File: src/logic/toh_pkg.sv
package toh_pkg;

    // ========================================
    // Framing modes
    typedef enum logic [1:0] {
        TOH_MODE_OFF  = 2'b00,
        TOH_MODE_T3   = 2'b01,
        TOH_MODE_G751 = 2'b10,
        TOH_MODE_G832 = 2'b11
    } toh_mode_type;

    // ========================================
    // Overhead bits per frame in each mode
    localparam logic [6:0] TOH_LEN_T3   = 7'h38;
    localparam logic [6:0] TOH_LEN_G751 = 7'h0c;
    localparam logic [6:0] TOH_LEN_G832 = 7'h38;

    // ========================================
    // Overhead clock divider: half period in system clocks, less one
    localparam int         TOH_CLK_HZ      = 10000000;
    localparam int         TOH_OVH_HZ      = 625000;
    localparam logic [3:0] TOH_HALF_CYCLES =
        4'(TOH_CLK_HZ / TOH_OVH_HZ / 2 - 1);

    // ========================================
    // Reset values
    localparam logic [6:0] TOH_POS_RESET   = 7'h00;
    localparam logic [3:0] TOH_DIV_RESET   = 4'h0;

    // ========================================
    // Inversion vector bit positions
    localparam int TOH_INV_TX_DATA  = 0;
    localparam int TOH_INV_TX_EN    = 1;
    localparam int TOH_INV_TX_CLK   = 2;
    localparam int TOH_INV_TX_SOF   = 3;
    localparam int TOH_INV_RX_DATA  = 4;
    localparam int TOH_INV_RX_CLK   = 5;
    localparam int TOH_INV_RX_SOF   = 6;
    localparam int TOH_INV_W        = 7;

    function automatic logic [6:0] toh_len(input toh_mode_type mode);
        case (mode)
            TOH_MODE_T3:   toh_len = TOH_LEN_T3;
            TOH_MODE_G751: toh_len = TOH_LEN_G751;
            TOH_MODE_G832: toh_len = TOH_LEN_G832;
            default:       toh_len = 7'h01;
        endcase
    endfunction

endpackage

File: src/logic/toh_if.sv
`timescale 1ns/100ps
interface toh_if;
    logic tx_ovh_clk;
    logic tx_ovh_frame_start;
    logic tx_ovh_data_in;
    logic tx_ovh_insert_en;
    logic rx_ovh_clk;
    logic rx_ovh_frame_start;
    logic rx_ovh_data_out;

    modport dev (
        output tx_ovh_clk,
        output tx_ovh_frame_start,
        input  tx_ovh_data_in,
        input  tx_ovh_insert_en,
        output rx_ovh_clk,
        output rx_ovh_frame_start,
        output rx_ovh_data_out
    );

    modport ext (
        input  tx_ovh_clk,
        input  tx_ovh_frame_start,
        output tx_ovh_data_in,
        output tx_ovh_insert_en,
        input  rx_ovh_clk,
        input  rx_ovh_frame_start,
        input  rx_ovh_data_out
    );
endinterface

File: src/logic/toh_device.sv
`timescale 1ns/100ps
// Behaviour
// - Enabled bits replaced by external data
// - Enable chooses overwrite per bit
// - T3 sequence covers X P M F C
// - G.751 covers alignment, alarm, national bits
// - G.832 covers all overhead bytes
// - Frame start marks first overhead bit
// - Sequence begins on marked falling edge
// - Device samples inputs on falling edge
// - External logic acts on rising edge
// - Received overhead bits output serially
// - C bits output even in M23 mode
// - Receive outputs change on falling edge
// - External logic captures on rising edge
// - Port runs only in T3/E3 modes
// - Every port signal has polarity inversion
// - Receive frame start marks first bit
module toh_device (
    input  wire logic                         clk,
    input  wire logic                         rst_b,
    input  wire toh_pkg::toh_mode_type        mode,
    input  wire logic                         m_two_three_multiplex,
    input  wire logic [toh_pkg::TOH_INV_W-1:0] pol_inv,
    input  wire logic                         tx_gen_bit,
    output logic                              tx_bit_valid,
    output logic                              tx_bit_out,
    output logic                              tx_bit_ovr,
    input  wire logic                         rx_bit_valid,
    output logic                              rx_bit_ready,
    input  wire logic                         rx_bit,
    toh_if.dev                                port
);
    // ========================================
    // Next bit position, wrapping at the frame length
    function automatic logic [6:0] next_pos(input logic [6:0] pos,
                                            input logic [6:0] len);
        next_pos = (pos + 7'h01 >= len) ? toh_pkg::TOH_POS_RESET
                                        : pos + 7'h01;
    endfunction

    // ========================================
    // Overhead clock divider and bit position
    toh_pkg::toh_mode_type mode_q;
    logic [3:0] div_q;
    logic       oclk_q;
    logic [6:0] tpos_q;
    logic [6:0] rpos_q;
    logic [6:0] len_w;
    logic       run_w;
    logic       tick_w;
    logic       fall_w;

    // Mode changes take effect one clock later, mid-frame; position resets only while mode is off
    assign len_w  = toh_pkg::toh_len(mode_q);
    assign run_w  = (mode_q != toh_pkg::TOH_MODE_OFF);
    assign tick_w = run_w && (div_q == toh_pkg::TOH_HALF_CYCLES);
    assign fall_w = tick_w && oclk_q;

    always_ff @(posedge clk or negedge rst_b) begin
        if (!rst_b) begin
            mode_q <= toh_pkg::TOH_MODE_OFF;
            div_q  <= toh_pkg::TOH_DIV_RESET;
            oclk_q <= 1'b0;
        end else begin
            mode_q <= mode;
            div_q  <= tick_w || !run_w ? toh_pkg::TOH_DIV_RESET
                                       : div_q + 4'h1;
            oclk_q <= run_w ? oclk_q ^ tick_w : 1'b0;
        end
    end

    // ========================================
    // Transmit side: sample on falling edge
    // Insert pins move on the far end's clock edge: two flops each
    logic       s_dat1_q;
    logic       s_dat2_q;
    logic       s_en1_q;
    logic       s_en2_q;
    logic       tsof_q;
    logic       ins_w;
    logic [6:0] tnext_w;

    assign tnext_w = next_pos(tpos_q, len_w);
    // Insert enable taken per bit with polarity option
    assign ins_w = s_en2_q ^ pol_inv[toh_pkg::TOH_INV_TX_EN];

    always_ff @(posedge clk or negedge rst_b) begin
        if (!rst_b) begin
            s_dat1_q <= 1'b0;
            s_dat2_q <= 1'b0;
            s_en1_q  <= 1'b0;
            s_en2_q  <= 1'b0;
        end else begin
            s_dat1_q <= port.tx_ovh_data_in;
            s_dat2_q <= s_dat1_q;
            s_en1_q  <= port.tx_ovh_insert_en;
            s_en2_q  <= s_en1_q;
        end
    end

    always_ff @(posedge clk or negedge rst_b) begin
        if (!rst_b) begin
            tpos_q       <= toh_pkg::TOH_POS_RESET;
            tsof_q       <= 1'b0;
            tx_bit_valid <= 1'b0;
            tx_bit_out   <= 1'b0;
            tx_bit_ovr   <= 1'b0;
        end else begin
            tx_bit_valid <= fall_w;
            if (!run_w) begin
                tpos_q <= toh_pkg::TOH_POS_RESET;
                tsof_q <= 1'b0;
            end else if (fall_w) begin
                // Covered bit set is the len_w positions ..
                tpos_q     <= tnext_w;
                tsof_q     <= (tnext_w == toh_pkg::TOH_POS_RESET);
                tx_bit_ovr <= ins_w;
                tx_bit_out <= ins_w ? s_dat2_q ^
                              pol_inv[toh_pkg::TOH_INV_TX_DATA]
                                    : tx_gen_bit;
            end
        end
    end

    // ========================================
    // Receive side: two-entry buffer then shift out on falling edge
    logic [1:0] buf_q;
    logic       rd_q;
    logic [1:0] cnt_q;
    logic [1:0] cnt_d;
    logic       push_w;
    logic       pop_w;
    logic       rdat_q;
    logic       rsof_q;
    logic [6:0] rnext_w;

    assign push_w  = rx_bit_valid && rx_bit_ready;
    // A missing bit holds the last value rather than slipping the frame
    assign pop_w   = fall_w && (cnt_q != 2'h0);
    assign cnt_d   = cnt_q + {1'b0, push_w} - {1'b0, pop_w};
    assign rnext_w = next_pos(rpos_q, len_w);

    always_ff @(posedge clk or negedge rst_b) begin
        if (!rst_b) begin
            buf_q        <= 2'h0;
            rd_q         <= 1'b0;
            cnt_q        <= 2'h0;
            rx_bit_ready <= 1'b0;
        end else begin
            if (push_w)
                buf_q[rd_q ^ cnt_q[0]] <= rx_bit;
            if (pop_w)
                rd_q <= ~rd_q;
            cnt_q        <= cnt_d;
            // Ready from a flop: full is known one cycle ahead via cnt_d
            rx_bit_ready <= (cnt_d != 2'h2);
        end
    end

    always_ff @(posedge clk or negedge rst_b) begin
        if (!rst_b) begin
            rpos_q <= toh_pkg::TOH_POS_RESET;
            rdat_q <= 1'b0;
            rsof_q <= 1'b0;
        end else if (!run_w) begin
            rpos_q <= toh_pkg::TOH_POS_RESET;
            rsof_q <= 1'b0;
        end else if (fall_w) begin
            // C bits come through in multiplex mode too
            rpos_q <= rnext_w;
            rsof_q <= (rnext_w == toh_pkg::TOH_POS_RESET);
            if (cnt_q != 2'h0)
                rdat_q <= buf_q[rd_q];
        end
    end

    // ========================================
    // Pin polarity, all from flip-flops
    logic tclk_q;
    logic rclk_q;
    logic tsofp_q;
    logic rsofp_q;
    logic rdatp_q;
    always_ff @(posedge clk or negedge rst_b) begin
        if (!rst_b) begin
            tclk_q  <= 1'b0;
            rclk_q  <= 1'b0;
            tsofp_q <= 1'b0;
            rsofp_q <= 1'b0;
            rdatp_q <= 1'b0;
        end else begin
            tclk_q  <= (oclk_q ^ tick_w) ^ pol_inv[toh_pkg::TOH_INV_TX_CLK];
            rclk_q  <= (oclk_q ^ tick_w) ^ pol_inv[toh_pkg::TOH_INV_RX_CLK];
            tsofp_q <= (fall_w ? (tnext_w == 7'h00) && run_w : tsof_q)
                       ^ pol_inv[toh_pkg::TOH_INV_TX_SOF];
            rsofp_q <= (fall_w ? (rnext_w == 7'h00) && run_w : rsof_q)
                       ^ pol_inv[toh_pkg::TOH_INV_RX_SOF];
            rdatp_q <= ((pop_w ? buf_q[rd_q] : rdat_q))
                       ^ pol_inv[toh_pkg::TOH_INV_RX_DATA];
        end
    end

    assign port.tx_ovh_clk         = tclk_q;
    assign port.rx_ovh_clk         = rclk_q;
    assign port.tx_ovh_frame_start = tsofp_q;
    assign port.rx_ovh_frame_start = rsofp_q;
    assign port.rx_ovh_data_out    = rdatp_q;
endmodule

File: src/flat_wrapper.sv
// flat-port wrapper written by rule: the top's interface ports become plain ports
module toh_device_flat 
  (clk, rst_b, mode, m_two_three_multiplex, pol_inv, tx_gen_bit, tx_bit_valid, tx_bit_out, tx_bit_ovr, rx_bit_valid, rx_bit_ready, rx_bit, port_tx_ovh_clk, port_tx_ovh_frame_start, port_tx_ovh_data_in, port_tx_ovh_insert_en, port_rx_ovh_clk, port_rx_ovh_frame_start, port_rx_ovh_data_out);
  toh_if port_i ();
  input  wire logic clk;
  input  wire logic rst_b;
  input  wire toh_pkg::toh_mode_type mode;
  input  wire logic m_two_three_multiplex;
  input  wire logic [toh_pkg::TOH_INV_W-1:0] pol_inv;
  input  wire logic tx_gen_bit;
  output logic tx_bit_valid;
  output logic tx_bit_out;
  output logic tx_bit_ovr;
  input  wire logic rx_bit_valid;
  output logic rx_bit_ready;
  input  wire logic rx_bit;
  output wire logic [$bits(port_i.tx_ovh_clk)-1:0] port_tx_ovh_clk;
  output wire logic [$bits(port_i.tx_ovh_frame_start)-1:0] port_tx_ovh_frame_start;
  input wire logic [$bits(port_i.tx_ovh_data_in)-1:0] port_tx_ovh_data_in;
  input wire logic [$bits(port_i.tx_ovh_insert_en)-1:0] port_tx_ovh_insert_en;
  output wire logic [$bits(port_i.rx_ovh_clk)-1:0] port_rx_ovh_clk;
  output wire logic [$bits(port_i.rx_ovh_frame_start)-1:0] port_rx_ovh_frame_start;
  output wire logic [$bits(port_i.rx_ovh_data_out)-1:0] port_rx_ovh_data_out;
  assign port_tx_ovh_clk = port_i.tx_ovh_clk;
  assign port_tx_ovh_frame_start = port_i.tx_ovh_frame_start;
  assign port_i.tx_ovh_data_in = port_tx_ovh_data_in;
  assign port_i.tx_ovh_insert_en = port_tx_ovh_insert_en;
  assign port_rx_ovh_clk = port_i.rx_ovh_clk;
  assign port_rx_ovh_frame_start = port_i.rx_ovh_frame_start;
  assign port_rx_ovh_data_out = port_i.rx_ovh_data_out;
  toh_device u_core (.clk(clk), .rst_b(rst_b), .mode(mode), .m_two_three_multiplex(m_two_three_multiplex), .pol_inv(pol_inv), .tx_gen_bit(tx_gen_bit), .tx_bit_valid(tx_bit_valid), .tx_bit_out(tx_bit_out), .tx_bit_ovr(tx_bit_ovr), .rx_bit_valid(rx_bit_valid), .rx_bit_ready(rx_bit_ready), .rx_bit(rx_bit), .port(port_i));
endmodule
File: config.mk
export PLATFORM = sky130hd
export DESIGN_NAME = toh_device_flat
export DESIGN_NICKNAME = d
export VERILOG_FILES = /design/src/logic/toh_pkg.sv /design/src/logic/toh_if.sv /design/src/logic/toh_device.sv /design/src/flat_wrapper.sv
export SDC_FILE = /design/constraint.sdc
export NUM_CORES = 1
export LEC_CHECK = 0
export ABC_AREA = 1
export BUFFER_PORTS_ARGS = -buffer_cell sky130_fd_sc_hd__buf_2
export CAP_MARGIN = 20
export CORE_ASPECT_RATIO = 0.5
export CORE_MARGIN = 2
export CORE_UTILIZATION = 50
export DETAILED_ROUTE_END_ITERATION = 7
export PLACE_DENSITY = 0.7
export SLEW_MARGIN = 15
export SYNTH_ARGS = -nofsm -noshare
export SYNTH_HDL_FRONTEND = slang
export SYNTH_SLANG_ARGS = --single-unit
File: constraint.sdc
create_clock -name clk -period 7.5 [get_ports clk]
set_clock_uncertainty 0.1 [all_clocks]
set_input_delay 0.75 -clock clk [delete_from_list [all_inputs] [get_ports clk]]
set_output_delay 0.75 -clock clk [all_outputs]
set_load 0.03 [all_outputs]
* After elaboration in Yosys (flattened, before gate mapping)
Cells that the tools add are included.
** Storage, ports and cells
- Register bits after elaboration :: 42
- Input port bits :: 17
- Output and inout port bits :: 9
- Logic and storage cells :: 88
** Operators by class
- Add/subtract/negate cells :: 5
- $lt $le $gt $ge :: 5
- Eq/ne operators :: 6
- Mux-type cells :: 22
- Bitwise operators :: 10
- Reductions and logical operators :: 16
** Operator list (count)
- 2-to-1 mux 7 bit :: 6
- adder 7 x 1 -> 7 bit, second input constant :: 2
- logical NOT 7 bit :: 2
- 2-to-1 mux 1 bit :: 12
- one-hot mux 6 bit (2 select lines) :: 1
- bitwise XOR 1 bit :: 9
- greater-or-equal comparator 7 x 6 -> 1 bit :: 1
- greater-or-equal comparator 7 bit :: 1
- logical AND 1 bit :: 7
- adder 4 x 1 -> 4 bit, second input constant :: 1
- equality test 2 bit, second input constant :: 2
- equality test 4 x 3 -> 1 bit, second input constant :: 1
- less-than comparator 1 x 2 -> 1 bit, second input constant :: 2
- 2-to-1 mux 4 bit :: 1
- inequality test 2 bit, second input constant :: 2
- nonzero test 2 bit :: 2
- AND reduction 3 bit :: 1
- adder 2 x 1 -> 2 bit :: 1
- bitwise mux 2 bit :: 1
- equality test 2 x 1 -> 1 bit, second input constant :: 1
- AND reduction 2 bit :: 1
- OR reduction 2 bit :: 1
- subtractor 2 x 1 -> 2 bit :: 1
- demux 1 bit (select 1 bit) :: 1
- 4 further kinds :: 4

* Logic depth before layout (Yosys ltp)
- Depth in word-level cells :: 9
- Mapped depth :: 16
- Mapped depth without buffers :: 16

* Worst setup path before layout
No wires, ideal clock.
- Path type :: reg2reg
- From :: register u_core.mode_q[1]
- To :: register u_core.rx_bit_ready
- Library setup time :: 0.127 ns
- Arrival time :: 2.225 ns
- Required time :: 7.273 ns
- Slack :: 5.047 ns
- Stages on the path, launching flop included :: 11
- Buffers on the path :: 0
- Clock period less this slack :: 2.453 ns
- Path through :: dfrtp_1 nor2_1 nor2_1 ha_1 o21ai_0 inv_1 ha_1 inv_1 ha_1 xor2_1 or2_2
** Between the ends
- Word-level cells in the longest chain between the ends :: 6
** RTL lines
- start: declaration :: line toh_device.sv:44 : toh_pkg::toh_mode_type mode_q;
- start signal: assignment :: line toh_device.sv:62 : mode_q <= toh_pkg::TOH_MODE_OFF;
- start signal: assignment :: line toh_device.sv:66 : mode_q <= mode;
- nonzero test 2 bit :: line toh_device.sv:56 : assign run_w = (mode_q != toh_pkg::TOH_MODE_OFF);
- logical AND 1 bit :: line toh_device.sv:57 : assign tick_w = run_w && (div_q == toh_pkg::TOH_HALF_CYCLES);
- logical AND 1 bit :: line toh_device.sv:58 : assign fall_w = tick_w && oclk_q;
- via u_core.fall_w :: line toh_device.sv:52 : logic fall_w;
- logical AND 1 bit :: line toh_device.sv:140 : assign pop_w = fall_w && (cnt_q != 2'h0);
- via u_core.pop_w :: line toh_device.sv:133 : logic pop_w;
- subtractor 2 x 1 -> 2 bit :: line toh_device.sv:141 : assign cnt_d = cnt_q + {1'b0, push_w} - {1'b0, pop_w};
- inequality test 2 bit :: line toh_device.sv:157 : rx_bit_ready <= (cnt_d != 2'h2);
- end signal: assignment :: line toh_device.sv:157
- end: declaration :: line toh_device.sv:30 : output logic rx_bit_ready,
The timed path passes the listed nets, and every way through them passes these cells.
A chain may end at the register's enable or synchronous reset.

* Worst setup path after layout
- From :: register u_core.mode_q[0]
- To :: register u_core.rx_bit_ready
Same word-level chain as after synthesis.

==> out/qor.csv <==
metric;value;unit
run status;completed;
worst vdd ir;0.000164;V
worst setup margin;4.61;ns
reg2reg end;u_core.rx_bit_ready;
number of buffers created by CTS;5;
Global Route met2 Usage;29.7;%
die area;4900;sq um
worst setup path category;reg2reg;
gr ovfl total;0;
max cap viols;0;
row cnt;16;
DRT iter0 DRCs;45;
footprint of the multi-input gates;978;sq um
clk sinks;42;
Post-Syn Area;2160;sq um
vias post-DR;1586;
most common cell after layout, fill and taps aside;nand2_1;
DR WL/cell;11.8;um
NumNets Final;305;
CP Capture Type;flip-flop;
relative slew slack;38.9;%
sequential fraction of the synthesis area;48.6;%
Residual DRC;0;
worst reg2reg startpoint;u_core.mode_q[0];
Final ANT Viol Nets;0;
Critical Path AT;2.97;ns
mux cell area share after synthesis;0.521;%
#FFs+latches synth;42;
area grow syn2layout;13.5;%
post-synthesis cell type count;24;
Global Route met3 Usage;4.60;%
most frequent cells in the layout;nand2_1, dfrtp_1, inv_1;
r2r setup slk;4.61;ns
total core area;4020;sq um
die width;97.0;um
Syn. warnings;0;
endpoints failing hold;0;
CTS tree;built;
final setup vio count;0;
crit-path max FO;9;
pin count of the biggest net entering global routing;43;
Max Clock Freq;347;MHz
worst hold start;u_core.s_en1_q;
gp weighted congestion;0.918;
syn_nets;275;
GRT Max-Usage Layer;met2;
hold depth;0;
syn avg cell area;8.93;sq um
largest family of logic cells by synthesized area;simple AND/OR/NAND/NOR gates;
Reg2Reg Depth;10;
met1 Use GR;23.6;%
post-CTS setup buffer count;0;
XOR/XNOR share of the synthesized area;7.29;%
post-layout min period;2.89;ns
first-pass GRT wire length;6880;um
Root Driver;clkbuf_8;
deepest level of the CTS H-tree;2;
PortBufs;24;
hpwl dp;2830;um
Post-Synth Simple-Gate Area;22.1;%
Compound-Gate Fraction of Synth Area;6.08;%
# IOs;26;
Synth Area in Adders;9.26;%
clock tree buffer depth;2;
share of layout cells above drive strength 1;16.5;%
# fillers;337;
Worst Max-Slew Pin Slew;0.916;ns
Clock Pin Slew Worst Setup and Hold Paths;0.08;ns
RSZ-0062 raised after global routing;false;
Max Slew Vio Count;0;
gr usage total;17.9;%
vias in the first global route;1562;
final wirelength;3870;um
initial core utilization;53.7;%
Die H;50.5;um
flip-flop and latch area;1050;sq um
P_leak;1.33;nW
first-pass iteration count of the detailed router;4;
share of the clock period used by the worst path;38.5;%
Setup TNS;0;ns
Power Dens Cells;250;nW/um^2
Min-Delay Endpoint;u_core.s_en2_q;
cell count after synthesis;242;
crit path launch type;flip-flop;
hold_buf cts;0;
vias per cell;4.85;
Worst-Skew Late Latency;0.30;ns
# resized after CTS;0;
antenna violations before repair;0;
pre-CTS setup slack;4.64;ns
Req. time, crit path;7.59;ns
ANT cells;0;
HP Class;reg2reg;
-- flip-flops by register name, summed over array words and instances, names as in the netlist, 2 cells and up --
| name | cells |
|---|---|
| u_core.mode_q | 2 |
| u_core.div_q | 4 |
| u_core.rpos_q | 7 |
| u_core.cnt_q | 2 |
| u_core.buf_q | 2 |
| u_core.tpos_q | 7 |
-- final cells by class --
cell class / instances / area share (%)
flip-flops and latches: 42 / 42.8
multi-input cells: 165 / 39.9
inverters: 34 / 5.20
repair buffers: 24 / 4.89
clock buffers: 6 / 2.96
well taps: 54 / 2.75
clock inverters: 2 / 1.53
-- synthesized netlist by cell type --
master / instances / area [sq um]
o22ai_1: 6 / 37.5
a31oi_1: 1 / 6.26
a211oi_1: 1 / 7.51
xor2_1: 14 / 123
and2_4: 2 / 17.5
clkinv_1: 2 / 7.51
nand2_1: 52 / 195
mux2_2: 1 / 11.3
nor2_1: 22 / 82.6
inv_2: 1 / 3.75
inv_1: 31 / 116
or2_2: 1 / 6.26
ha_1: 16 / 200
a21oi_1: 6 / 30.0
nand3_2: 2 / 20.0
o21ai_0: 3 / 15.0
o21ai_1: 2 / 10.0
xnor2_1: 4 / 35.0
buf_2: 1 / 5.00
nor2_2: 3 / 18.8
o31ai_2: 2 / 25.0
nand2_2: 2 / 12.5
nand3_1: 25 / 125
dfrtp_1: 42 / 1050
-- worst max-delay path by stage --
stage	startpoint	endpoint	depth (start not counted)
5_1_grt	u_core.mode_q[0]	u_core.rx_bit_ready	10
4_1_cts	u_core.mode_q[0]	u_core.rx_bit_ready	10
3_3_place_gp	u_core.mode_q[0]	u_core.rx_bit_ready	10
6_report	u_core.mode_q[0]	u_core.rx_bit_ready	10
3_5_place_dp	u_core.mode_q[0]	u_core.rx_bit_ready	10
2_1_floorplan	u_core.mode_q[1]	u_core.rx_bit_ready	10
-- cell families after synthesis --
kind of cell             Yosys count
AO/OA/AOI/OAI                     21
adder cells (fa/ha/maj)           16
multiplexers                       1
XOR/XNOR                          18
AND/OR/NAND/NOR                  109
buffers and inverters             35
flip-flops                        42
-- critical path, stage by stage (launching register included) --
cell	delay [ns]
dfrtp_1	0.41
nor2_1	0.59
nor2_1	0.14
ha_1	0.25
o21ai_0	0.17
inv_1	0.15
ha_1	0.30
inv_1	0.04
ha_1	0.19
xor2_1	0.17
or2_2	0.28
-- layer usage --
layer	vias up	share of wire (%)
met1	726	49
met4	0	1.2
li1	835	-
met3	5	3.1
met5	-	0
met2	20	46
-- report_power, final --
part	internal (W)	switching (W)
sequential	0.000268	0.0000249
combinational	0.0000551	0.0000883
clock	0.0000993	0.0000789
total	0.000422	0.000192
-- per-stage QoR --
step / area (sq um) / hold slack (ns) / power [W] / util [%] / cells
6_report: 2450 / 0.253 / 0.000614 / 61.0 / 327
5_1_grt: 2450 / 0.257 / 0.000656 / 61.0 / 327
4_1_cts: 2450 / 0.254 / 0.000621 / 61.0 / 327
3_5_place_dp: 2340 / 0.236 / 0.000442 / 58.3 / 319
3_3_place_gp: 2340 / 0.233 / 0.000434 / 58.3 / 319
2_1_floorplan: 2160 / 0.231 / 0.000400 / - / 242
No activity file was read; power rests on OpenSTA's default activity.
